==> config.mk <==
export PLATFORM = sky130hd
export DESIGN_NAME = coincidence_trip_voter
export DESIGN_NICKNAME = d
export VERILOG_FILES = /design/src/common/trip_voter_pkg.sv /design/src/coincidence_trip_voter.sv
export VERILOG_INCLUDE_DIRS = /design/src /design/src/common
export SDC_FILE = /design/constraint.sdc
export NUM_CORES = 1
export LEC_CHECK = 0
export BUFFER_PORTS_ARGS = -buffer_cell sky130_fd_sc_hd__buf_2
export CAP_MARGIN = 20
export CORE_UTILIZATION = 30
export CTS_CLUSTER_SIZE = 40
export DETAILED_ROUTE_END_ITERATION = 6
export PLACE_DENSITY_LB_ADDON = 0.05
export RECOVER_POWER = 100
export SYNTH_ARGS = -nofsm -noshare
export SYNTH_HDL_FRONTEND = slang
export SYNTH_SLANG_ARGS = --single-unit
==> constraint.sdc <==
create_clock -name sys_clk_i -period 3.85 [get_ports sys_clk_i]
set_input_delay 0.77 -clock sys_clk_i [delete_from_list [all_inputs] [get_ports sys_clk_i]]
set_output_delay 0.77 -clock sys_clk_i [all_outputs]
set_load 0.1 [all_outputs]
==> src/common/trip_voter_params.svh <==
// Register offsets, field positions, reset values and timing of the voter.
`ifndef TRIP_VOTER_PARAMS_SVH
`define TRIP_VOTER_PARAMS_SVH
`define OFS_CONTROL       8'h00
`define OFS_SENSOR_BYP    8'h04
`define OFS_VOTER_BYP     8'h08
`define OFS_TRIP_TEST     8'h0C
`define OFS_SETPOINT_BASE 8'h10
`define OFS_STATUS        8'h20
`define OFS_VAR_TRIPS     8'h24
`define OFS_ERROR         8'h28
`define CTRL_RESET_BIT    0
`define VAR_STOP_VALVE    0
`define VAR_CTRL_VALVE    1
`define VAR_NEUTRON       2
`define VAR_RADIATION     3
`define VAR_PRESSURE      4
`define VAR_LEVEL         5
`define VAR_DRYWELL       6
`define VAR_ISOLATION     7
`define VAR_ACCUMULATOR   8
`define VAR_MANUAL        9
`define ANALOG_HIGH_MASK  4'h5
`define POWER_PERMIT_PCT  7'h28
`define SETPOINT_RESET    12'h800
`define RESET_DELAY_MS    10
`define CLK_MHZ           50
`define RESET_DELAY_CYC   (`RESET_DELAY_MS * 1000 * `CLK_MHZ)
`define DELAY_CNT_W       20
`endif

==> src/common/trip_voter_pkg.sv <==
// Types shared by the coincidence trip voter and its users.
package trip_voter_pkg;
  typedef enum logic [1:0] {
    MODE_SHUTDOWN = 2'h0,
    MODE_REFUEL   = 2'h1,
    MODE_STARTUP  = 2'h2,
    MODE_RUN      = 2'h3
  } plant_mode_type;

  typedef enum logic [1:0] {
    ST_NORMAL = 2'h0,
    ST_SEALED = 2'h1,
    ST_PERMIT = 2'h3
  } scram_state_type;

  typedef struct packed {
    logic [7:0]  addr;
    logic [31:0] wdata;
    logic        wr;
    logic        rd;
  } reg_req_type;

  typedef struct packed {
    logic             valid;
    logic [3:0][11:0] analog;
    logic [9:0]       discrete;
  } division_input_type;

  typedef struct packed {
    division_input_type [3:0] sample;
    logic [3:0]               nm_trip;
    logic [6:0]               power;
    plant_mode_type           mode;
    logic [1:0]               manual_sw;
    logic [3:0][9:0]          flags;
    logic [3:0]               vote;
    logic [3:0]               div_trip;
    logic [1:0]               manual_trip;
    scram_state_type          scram;
    logic [19:0]              delay_cnt;
    logic [3:0]               sensor_byp;
    logic [3:0]               voter_byp;
    logic [3:0]               trip_test;
    logic [3:0][11:0]         setpoint;
    logic                     bypass_reject;
    logic [31:0]              rdata;
    logic [3:0]               driver_energized;
    logic                     pilot_energized;
    logic                     dump_valve;
    logic                     rod_runin;
    logic                     permissive;
    logic [8:0]               status;
  } voter_state_type;
endpackage

==> src/coincidence_trip_voter.sv <==
// Four-division coincidence trip voting, seal-in and scram actuation logic.
//
// The placing of the registers and the plain strobed port were decided locally.
`timescale 1ns/1ps
`default_nettype none
`include "trip_voter_params.svh"

module coincidence_trip_voter #(
  parameter logic [19:0] RESET_DELAY_CYCLES = 20'(`RESET_DELAY_CYC)
) (
  input  wire logic                              sys_clk_i,
  input  wire logic                              rst_n_i,
  input  wire trip_voter_pkg::reg_req_type       reg_req_i,
  output logic [31:0]                            reg_rdata_o,
  input  wire trip_voter_pkg::division_input_type [3:0] div_in_i,
  input  wire logic [3:0]                        nm_trip_i,
  input  wire logic [6:0]                        power_pct_i,
  input  wire trip_voter_pkg::plant_mode_type    mode_i,
  input  wire logic [1:0]                        manual_switch_i,
  output logic [3:0]                             driver_energized_o,
  output logic                                   pilot_energized_o,
  output logic                                   dump_valve_o,
  output logic                                   rod_runin_o,
  output logic                                   reset_permissive_o,
  output logic [8:0]                             status_o
);

  trip_voter_pkg::voter_state_type st;
  trip_voter_pkg::voter_state_type next;
  logic [3:0][9:0]                 dtm_flags;
  logic [3:0]                      voter_out;

  function automatic logic [2:0] count4(input logic [3:0] b);
    count4 = {2'h0, b[0]} + {2'h0, b[1]} + {2'h0, b[2]} + {2'h0, b[3]};
  endfunction

  function automatic logic at_most_one(input logic [3:0] b);
    at_most_one = (count4(b) <= 3'h1);
  endfunction

  // Any single variable with two unbypassed division flags trips the voter.
  function automatic logic vote_any(input logic [3:0][9:0] f,
                                    input logic [3:0] byp);
    logic [9:0] hit;
    logic [3:0] col;
    hit = 10'h000;
    for (int v = 0; v < 10; v++) begin
      for (int d = 0; d < 4; d++) begin
        col[d] = f[d][v] & ~byp[d];
      end
      hit[v] = (count4(col) >= 3'h2);
    end
    vote_any = |hit;
  endfunction

  function automatic logic analog_trip(input logic [11:0] val,
                                       input logic [11:0] sp,
                                       input logic high);
    analog_trip = high ? (val >= sp) : (val <= sp);
  endfunction

  // One trip module and one voting unit per division.
  for (genvar d = 0; d < 4; d++) begin : g_div
    logic [9:0] raw;
    always_comb begin
      raw = st.sample[d].discrete;
      raw[`VAR_NEUTRON] = st.nm_trip[d];
      raw[`VAR_PRESSURE] = analog_trip(st.sample[d].analog[0],
        st.setpoint[0], 1'(`ANALOG_HIGH_MASK));
      raw[`VAR_LEVEL] = analog_trip(st.sample[d].analog[1],
        st.setpoint[1], 1'b0);
      raw[`VAR_DRYWELL] = analog_trip(st.sample[d].analog[2],
        st.setpoint[2], 1'b1);
      raw[`VAR_ACCUMULATOR] = analog_trip(st.sample[d].analog[3],
        st.setpoint[3], 1'b0);
      if (st.power <= `POWER_PERMIT_PCT) begin
        raw[`VAR_STOP_VALVE] = 1'b0;
        raw[`VAR_CTRL_VALVE] = 1'b0;
      end
      if (st.mode != trip_voter_pkg::MODE_RUN) begin
        raw[`VAR_ISOLATION] = 1'b0;
      end
      // A dead or disconnected division reads as tripped on every variable.
      if (!st.sample[d].valid) begin
        raw = 10'h3FF;
      end
    end
    assign dtm_flags[d] = raw;
    assign voter_out[d] = ~st.voter_byp[d]
                          & vote_any(st.flags, st.sensor_byp);
  end

  logic       wr_ctl;
  logic       reset_req;
  logic       reset_ok;
  logic [3:0] fresh_div;
  logic [1:0] fresh_man;
  logic       fresh_cause;
  logic       cause;
  logic [3:0] sp_sel;

  always_comb begin
    next = st;
    wr_ctl = reg_req_i.wr;
    // Four division inputs per variable are expected from the sensing side.
    next.sample = div_in_i;
    next.nm_trip = nm_trip_i;
    next.power = power_pct_i;
    next.mode = mode_i;
    next.manual_sw = manual_switch_i;
    next.flags = dtm_flags;
    next.vote = voter_out;

    reset_req = wr_ctl && reg_req_i.addr == `OFS_CONTROL
                && reg_req_i.wdata[`CTRL_RESET_BIT];
    reset_ok = reset_req && st.scram == trip_voter_pkg::ST_PERMIT;
    fresh_div = st.vote | st.trip_test;
    fresh_man[0] = st.manual_sw[0]
                   || st.mode == trip_voter_pkg::MODE_SHUTDOWN;
    fresh_man[1] = st.manual_sw[1]
                   || st.mode == trip_voter_pkg::MODE_SHUTDOWN;
    fresh_cause = count4(fresh_div) >= 3'h2 || &fresh_man;
    cause = count4(st.div_trip) >= 3'h2
            || &st.manual_trip;

    // Division latches: a new trip in the reset cycle still sets.
    if (reset_ok && !fresh_cause) begin
      next.div_trip = fresh_div;
      next.manual_trip = fresh_man;
    end else begin
      next.div_trip = st.div_trip | fresh_div;
      next.manual_trip = st.manual_trip | fresh_man;
    end

    case (st.scram)
      trip_voter_pkg::ST_NORMAL: begin
        if (cause) begin
          next.scram = trip_voter_pkg::ST_SEALED;
          next.delay_cnt = 20'h00000;
        end
      end
      trip_voter_pkg::ST_SEALED: begin
        if (st.delay_cnt >= RESET_DELAY_CYCLES - 20'h00001) begin
          next.scram = trip_voter_pkg::ST_PERMIT;
        end else begin
          next.delay_cnt = st.delay_cnt + 20'h00001;
        end
      end
      trip_voter_pkg::ST_PERMIT: begin
        if (reset_ok && !fresh_cause) begin
          next.scram = trip_voter_pkg::ST_NORMAL;
        end
      end
      default: begin
        next.scram = trip_voter_pkg::ST_SEALED;
        next.delay_cnt = 20'h00000;
      end
    endcase

    // Bypass and test selections refuse more than one division.
    if (wr_ctl) begin
      if (reg_req_i.addr == `OFS_SENSOR_BYP
          || reg_req_i.addr == `OFS_VOTER_BYP
          || reg_req_i.addr == `OFS_TRIP_TEST) begin
        if (!at_most_one(reg_req_i.wdata[3:0])) begin
          next.bypass_reject = 1'b1;
        end else if (reg_req_i.addr == `OFS_SENSOR_BYP) begin
          next.sensor_byp = reg_req_i.wdata[3:0];
        end else if (reg_req_i.addr == `OFS_VOTER_BYP) begin
          next.voter_byp = reg_req_i.wdata[3:0];
        end else begin
          next.trip_test = reg_req_i.wdata[3:0];
        end
      end
      // Clearing the reject flag loses to a refusal in the same cycle.
      if (reg_req_i.addr == `OFS_ERROR && reg_req_i.wdata[0]
          && next.bypass_reject == st.bypass_reject) begin
        next.bypass_reject = 1'b0;
      end
    end
    for (int i = 0; i < 4; i++) begin
      sp_sel[i] = wr_ctl
        && reg_req_i.addr == `OFS_SETPOINT_BASE + 8'(4 * i);
      if (sp_sel[i]) begin
        next.setpoint[i] = reg_req_i.wdata[11:0];
      end
    end

    next.rdata = 32'h00000000;
    if (reg_req_i.rd) begin
      case (reg_req_i.addr)
        `OFS_SENSOR_BYP: next.rdata = {28'h0000000, st.sensor_byp};
        `OFS_VOTER_BYP:  next.rdata = {28'h0000000, st.voter_byp};
        `OFS_TRIP_TEST:  next.rdata = {28'h0000000, st.trip_test};
        `OFS_STATUS:     next.rdata = {23'h000000, st.status};
        `OFS_VAR_TRIPS:  next.rdata = {22'h000000, st.flags[0]
          | st.flags[1] | st.flags[2] | st.flags[3]};
        `OFS_ERROR:      next.rdata = {31'h00000000, st.bypass_reject};
        default: begin
          for (int i = 0; i < 4; i++) begin
            if (reg_req_i.addr == `OFS_SETPOINT_BASE + 8'(4 * i)) begin
              next.rdata = {20'h00000, st.setpoint[i]};
            end
          end
        end
      endcase
    end

    // Actuator drive: a tripped division de-energizes its load driver.
    next.driver_energized = ~next.div_trip;
    next.pilot_energized =
      next.scram == trip_voter_pkg::ST_NORMAL;
    next.dump_valve =
      next.scram != trip_voter_pkg::ST_NORMAL;
    next.rod_runin =
      next.scram != trip_voter_pkg::ST_NORMAL;
    next.permissive =
      next.scram == trip_voter_pkg::ST_PERMIT;
    // Status is a registered copy; a read at OFS_STATUS returns it.
    next.status = {|next.vote, next.scram, next.manual_trip,
                   next.div_trip};
  end

  always_ff @(posedge sys_clk_i or negedge rst_n_i) begin
    if (!rst_n_i) begin
      st <= '0;
      st.mode <= trip_voter_pkg::MODE_SHUTDOWN;
      st.flags <= {4{10'h3FF}};
      st.div_trip <= 4'hF;
      st.manual_trip <= 2'h3;
      st.scram <= trip_voter_pkg::ST_SEALED;
      st.setpoint <= {4{`SETPOINT_RESET}};
      st.dump_valve <= 1'b1;
      st.rod_runin <= 1'b1;
      st.status <= 9'h07F;
    end else begin
      st <= next;
    end
  end

  assign reg_rdata_o = st.rdata;
  assign driver_energized_o = st.driver_energized;
  assign pilot_energized_o = st.pilot_energized;
  assign dump_valve_o = st.dump_valve;
  assign rod_runin_o = st.rod_runin;
  assign reset_permissive_o = st.permissive;
  assign status_o = st.status;
endmodule // coincidence_trip_voter
`default_nettype wire

# [Word level (Yosys, flattened, before mapping)]
# Index checks and enable logic that the tools add are counted.
[word_totals] reg_bits=432 in_bits=295 out_inout_bits=49
[classes] addsub=40 order_cmp=31 eq_ne=17 mux=29 bitwise=62 reduce_logical=30
[ops] op="case mux 32 bit (6 select lines)" n=1
[ops] op="2-to-1 mux 32 bit" n=4
[ops] op=">= comparator 12 bit" n=8
[ops] op="<= comparator 12 bit" n=8
[ops] op="case mux 20 bit (3 select lines)" n=1
[ops] op="adder 3 x 1 -> 3 bit" n=16
[ops] op="AND 1 bit" n=44
[ops] op="2-to-1 mux 10 bit" n=4
[ops] op=">= comparator 3 x 2 -> 1 bit, second input constant" n=12
[ops] op="equality test 8 x 5 -> 1 bit, second input constant" n=4
[ops] op="adder 2 x 1 -> 3 bit" n=10
[ops] op="OR 10 bit" n=3
[ops] op="adder 1 x 1 -> 2 bit" n=13
[ops] op="equality test 8 x 6 -> 1 bit, second input constant" n=3
[ops] op="2-to-1 mux 22 bit" n=1
[ops] op="adder 20 x 1 -> 20 bit, second input constant" n=1
[ops] op=">= comparator 20 x 19 -> 1 bit, second input constant" n=1
[ops] op="2-to-1 mux 20 bit" n=1
[ops] op="equality test 8 x 4 -> 1 bit, second input constant" n=2
[ops] op="2-to-1 mux 12 bit" n=1
[ops] op="2-to-1 mux 2 bit" n=6
[ops] op="inverter 1 bit" n=11
[ops] op="logical AND 1 bit" n=10
[ops] op="AND reduction 5 bit" n=2
[ops] op="other kinds (23)" n=42

# [Logic depth before layout (Yosys ltp)]
[depth] depth_word=11 depth_mapped=8 ltp_nobuf=8

# [Worst setup path before layout]
# Ideal clock, no wire load.
[synth_timing] path_type="register to register" start="register status_o[0] (netlist name)" end="register st[121] in the netlist's numbering" setup_ns=0.127 arrival_ns=2.540 required_time_ns=3.723 path_slack_ns=1.183 stages_incl_launch_ff=9 n_path_buf=0 synth_period_minus_slack_ns=2.667 cell_sequence="dfstp_2 -> inv_1 -> fa_1 -> nand2b_1 -> a31oi_1 -> a31oi_2 -> a211oi_4 -> nand3_1 -> mux2_1"
[synth_lines] element="to (signal assigned)" line_no="coincidence_trip_voter.sv:237" rtl="st <= next;"
[synth_lines] element="to (decl)" line_no="coincidence_trip_voter.sv:28" rtl="trip_voter_pkg::voter_state_type st;"

==> results.txt <==
area of the multi-input gates: 6923 sq um
routing usage on met3: 0.02603
initial antenna violation count: 1
hold buffers post-CTS: 0
Post-synth top flop: dfrtp_1
worst hold path type: in2reg
Die Wd: 242.3 um
Post-DP HPWL: 39.17 mm
total track usage: 0.1747
first-pass GRT wire length: 76.36 mm
CTS clk-pin slew, worst paths: 0.06 ns
status: finished, violations left
RSZ-0062 raised after global routing: false
Via Count: 11340
async set or reset register ratio after synthesis: 1.000
Final Critical Period: 3.235 ns
post-CTS sizing: 0
sequential element share of the synthesized area: 0.5585
failing checks: max-capacitance violations, max-slew violations
most frequent cell after synthesis: dfrtp_1
Worst Path Max Fanout: 12
Mapped Area: 17320 sq um
CP Data Required Time: 4.26 ns
Synth top cells by count: 332 x dfrtp_1, 193 x ha_1, 92 x inv_1
Ports: 344
Slew headroom: -0.9189
Num Clock Sinks: 384
Root Driver: clkbuf_16
largest net degree at the start of global routing: 102
Synth area leaders: dfrtp_1 48%, ha_1 14%, dfstp_2 7.9%, mux2_1 2.7%, nand2b_1 2.1%
share of the synthesized area in the top cell type: 0.4796
pre-CTS WS: 0.6958 ns
fmax: 0.3091 GHz
Vias per Instance: 4.610
Buffers on Ports: 283
Setup Skew: 0.01972 ns
H-tree depth: 2
area leader, netlist: dfrtp_1
met1 usage: 0.2422
MaxCap Viol Count: 1
fin crit share: 0.8403
initial core utilization: 0.3054
number of enable flip-flop cells after synthesis: 0
final hold vios: 0
die height: 242.3 um
Overflow after GRT: 0
Yosys reg bits: 384
Routed WL: 50.48 mm
1st-pass router iterations: 4
Least-Margin Pin Slew: 2.878 ns
FF+latch area: 9674 sq um
CP Capture Type: flip-flop
final core occ: 0.3697
pwr dens: 469.0 nW/um^2
Iteration-0 DRC Markers: 403
synthesized area per cell: 12.61 sq um
Setup TNS Final: 0 ns
final worst setup slack: 0.6148 ns
met2 Use GR: 0.2827
gr busiest metal: met2
# fillers: 5558
CTS tree: yes
Final Max Tran Viols: 97
Leak: 9.660 nW
CTS Buf Count: 46
gp weighted congestion: 0.8381
Max clock buf depth: 3
Syn. warnings: 0
peak supply drop: 0.0003300 V
worst skew pair latency: 0.58 ns
layout cells sized above 1: 0.2254
Design Power: 9.835 mW
final setup fails: 0
wire per inst: 20.51 um
area grow syn2layout: 21.06%
post-synthesis cell count: 1374
CP startpoint kind: flip-flop
core area: 56710 sq um
Residual DRC: 0
critical path class: reg2reg
vias in the first global route: 12250
row count: 87
Final ANT Viol Nets: 0
Final #Nets: 2170
Die Area: 58700 sq um
Arr. time, crit path: 3.65 ns
Post-CTS Setup Repair Bufs: 0
unique cell type count in the Yosys netlist: 64
report_power, final:
group / total [mW] / internal, mW / switching [mW]
clock network: 4.58 / 2.84 / 1.75
registers: 4.36 / 4.24 / 0.125
logic: 0.886 / 0.347 / 0.539
state kept, by name (all words and copies together) (netlist names):
register and cells:
pilot_energized_o 1, reset_permissive_o 1, reg_rdata_o 12, rod_runin_o 1, status_o 9, driver_energized_o 4, st 356
kinds of logic (layout without fill, tap and decap cells):
group	after synthesis	count (layout)	synth area share
fa+ha+maj	206	206	0.1544
buf+inv	163	474	0.04529
simple gates	264	264	0.08336
other cells	1	21	0.0002165
flops	384	384	0.5585
compound gates	272	272	0.1054
xor+xnor	7	7	0.003540
mux	77	77	0.04926
path summary, 6_finish.rpt:
kind / to / startpoint / slack (ns) / depth (start not counted)
max: status_o[8] / st[106] / 0.61 / 8
min: st[238] / div_in_i[41] / 0.30 / 1
max reg2reg: status_o[8] / st[106] / 0.61 / 8
min reg2reg: st[171] / st[324] / 0.43 / 1
max in group asynchronous: st[332] / rst_n_i / 0.99 / 2
min in group asynchronous: st[213] / rst_n_i / 1.08 / 1
final cells by class:
type	instances	area share
multi-input cells	846	0.3302
clock buffers	62	0.06212
well taps	756	0.04511
inverters	96	0.01718
clock inverters	21	0.01426
flip-flops and latches	384	0.4614
repair buffers	295	0.06969
diodes	1	0.0001193
metrics by stage:
step                      cell area, sq um  hold slack [ns]  instances
after CTS                            21100           0.2452       2460
after global routing                 20970           0.2597       2460
final                                20970           0.2963       2461
after global placement               19500           0.4209       2377
after floorplan                      17390           0.4101       1393
after detailed placement             19500           0.4188       2377
critical path, stage by stage (launching register included):
cell	delay, ns
dfrtp_1	0.56
nand2b_1	0.27
fa_1	0.55
o22ai_1	0.07
a2111oi_0	0.77
a21oi_1	0.17
nor4_1	0.27
clkbuf_1	0.29
a41oi_1	0.12
routing by layer:
| layer | wire (um) | vias up |
|---|---|---|
| met5 | 0 | - |
| met4 | 985 | 0 |
| met3 | 1882 | 57 |
| met2 | 23660 | 228 |
| met1 | 23950 | 5612 |
| li1 | - | 5447 |
cells in the final DEF (no fill, tap or decap), types with 48 or more instances in the layout:
cell type / count
a21oi_1: 65
buf_2: 209
clkbuf_1: 84
dfrtp_1: 332
dfstp_2: 51
ha_1: 193
inv_1: 92
nand2b_1: 57
nor2_1: 49
o21ai_0: 48
Note: power is estimated with default switching activity, not from simulation.
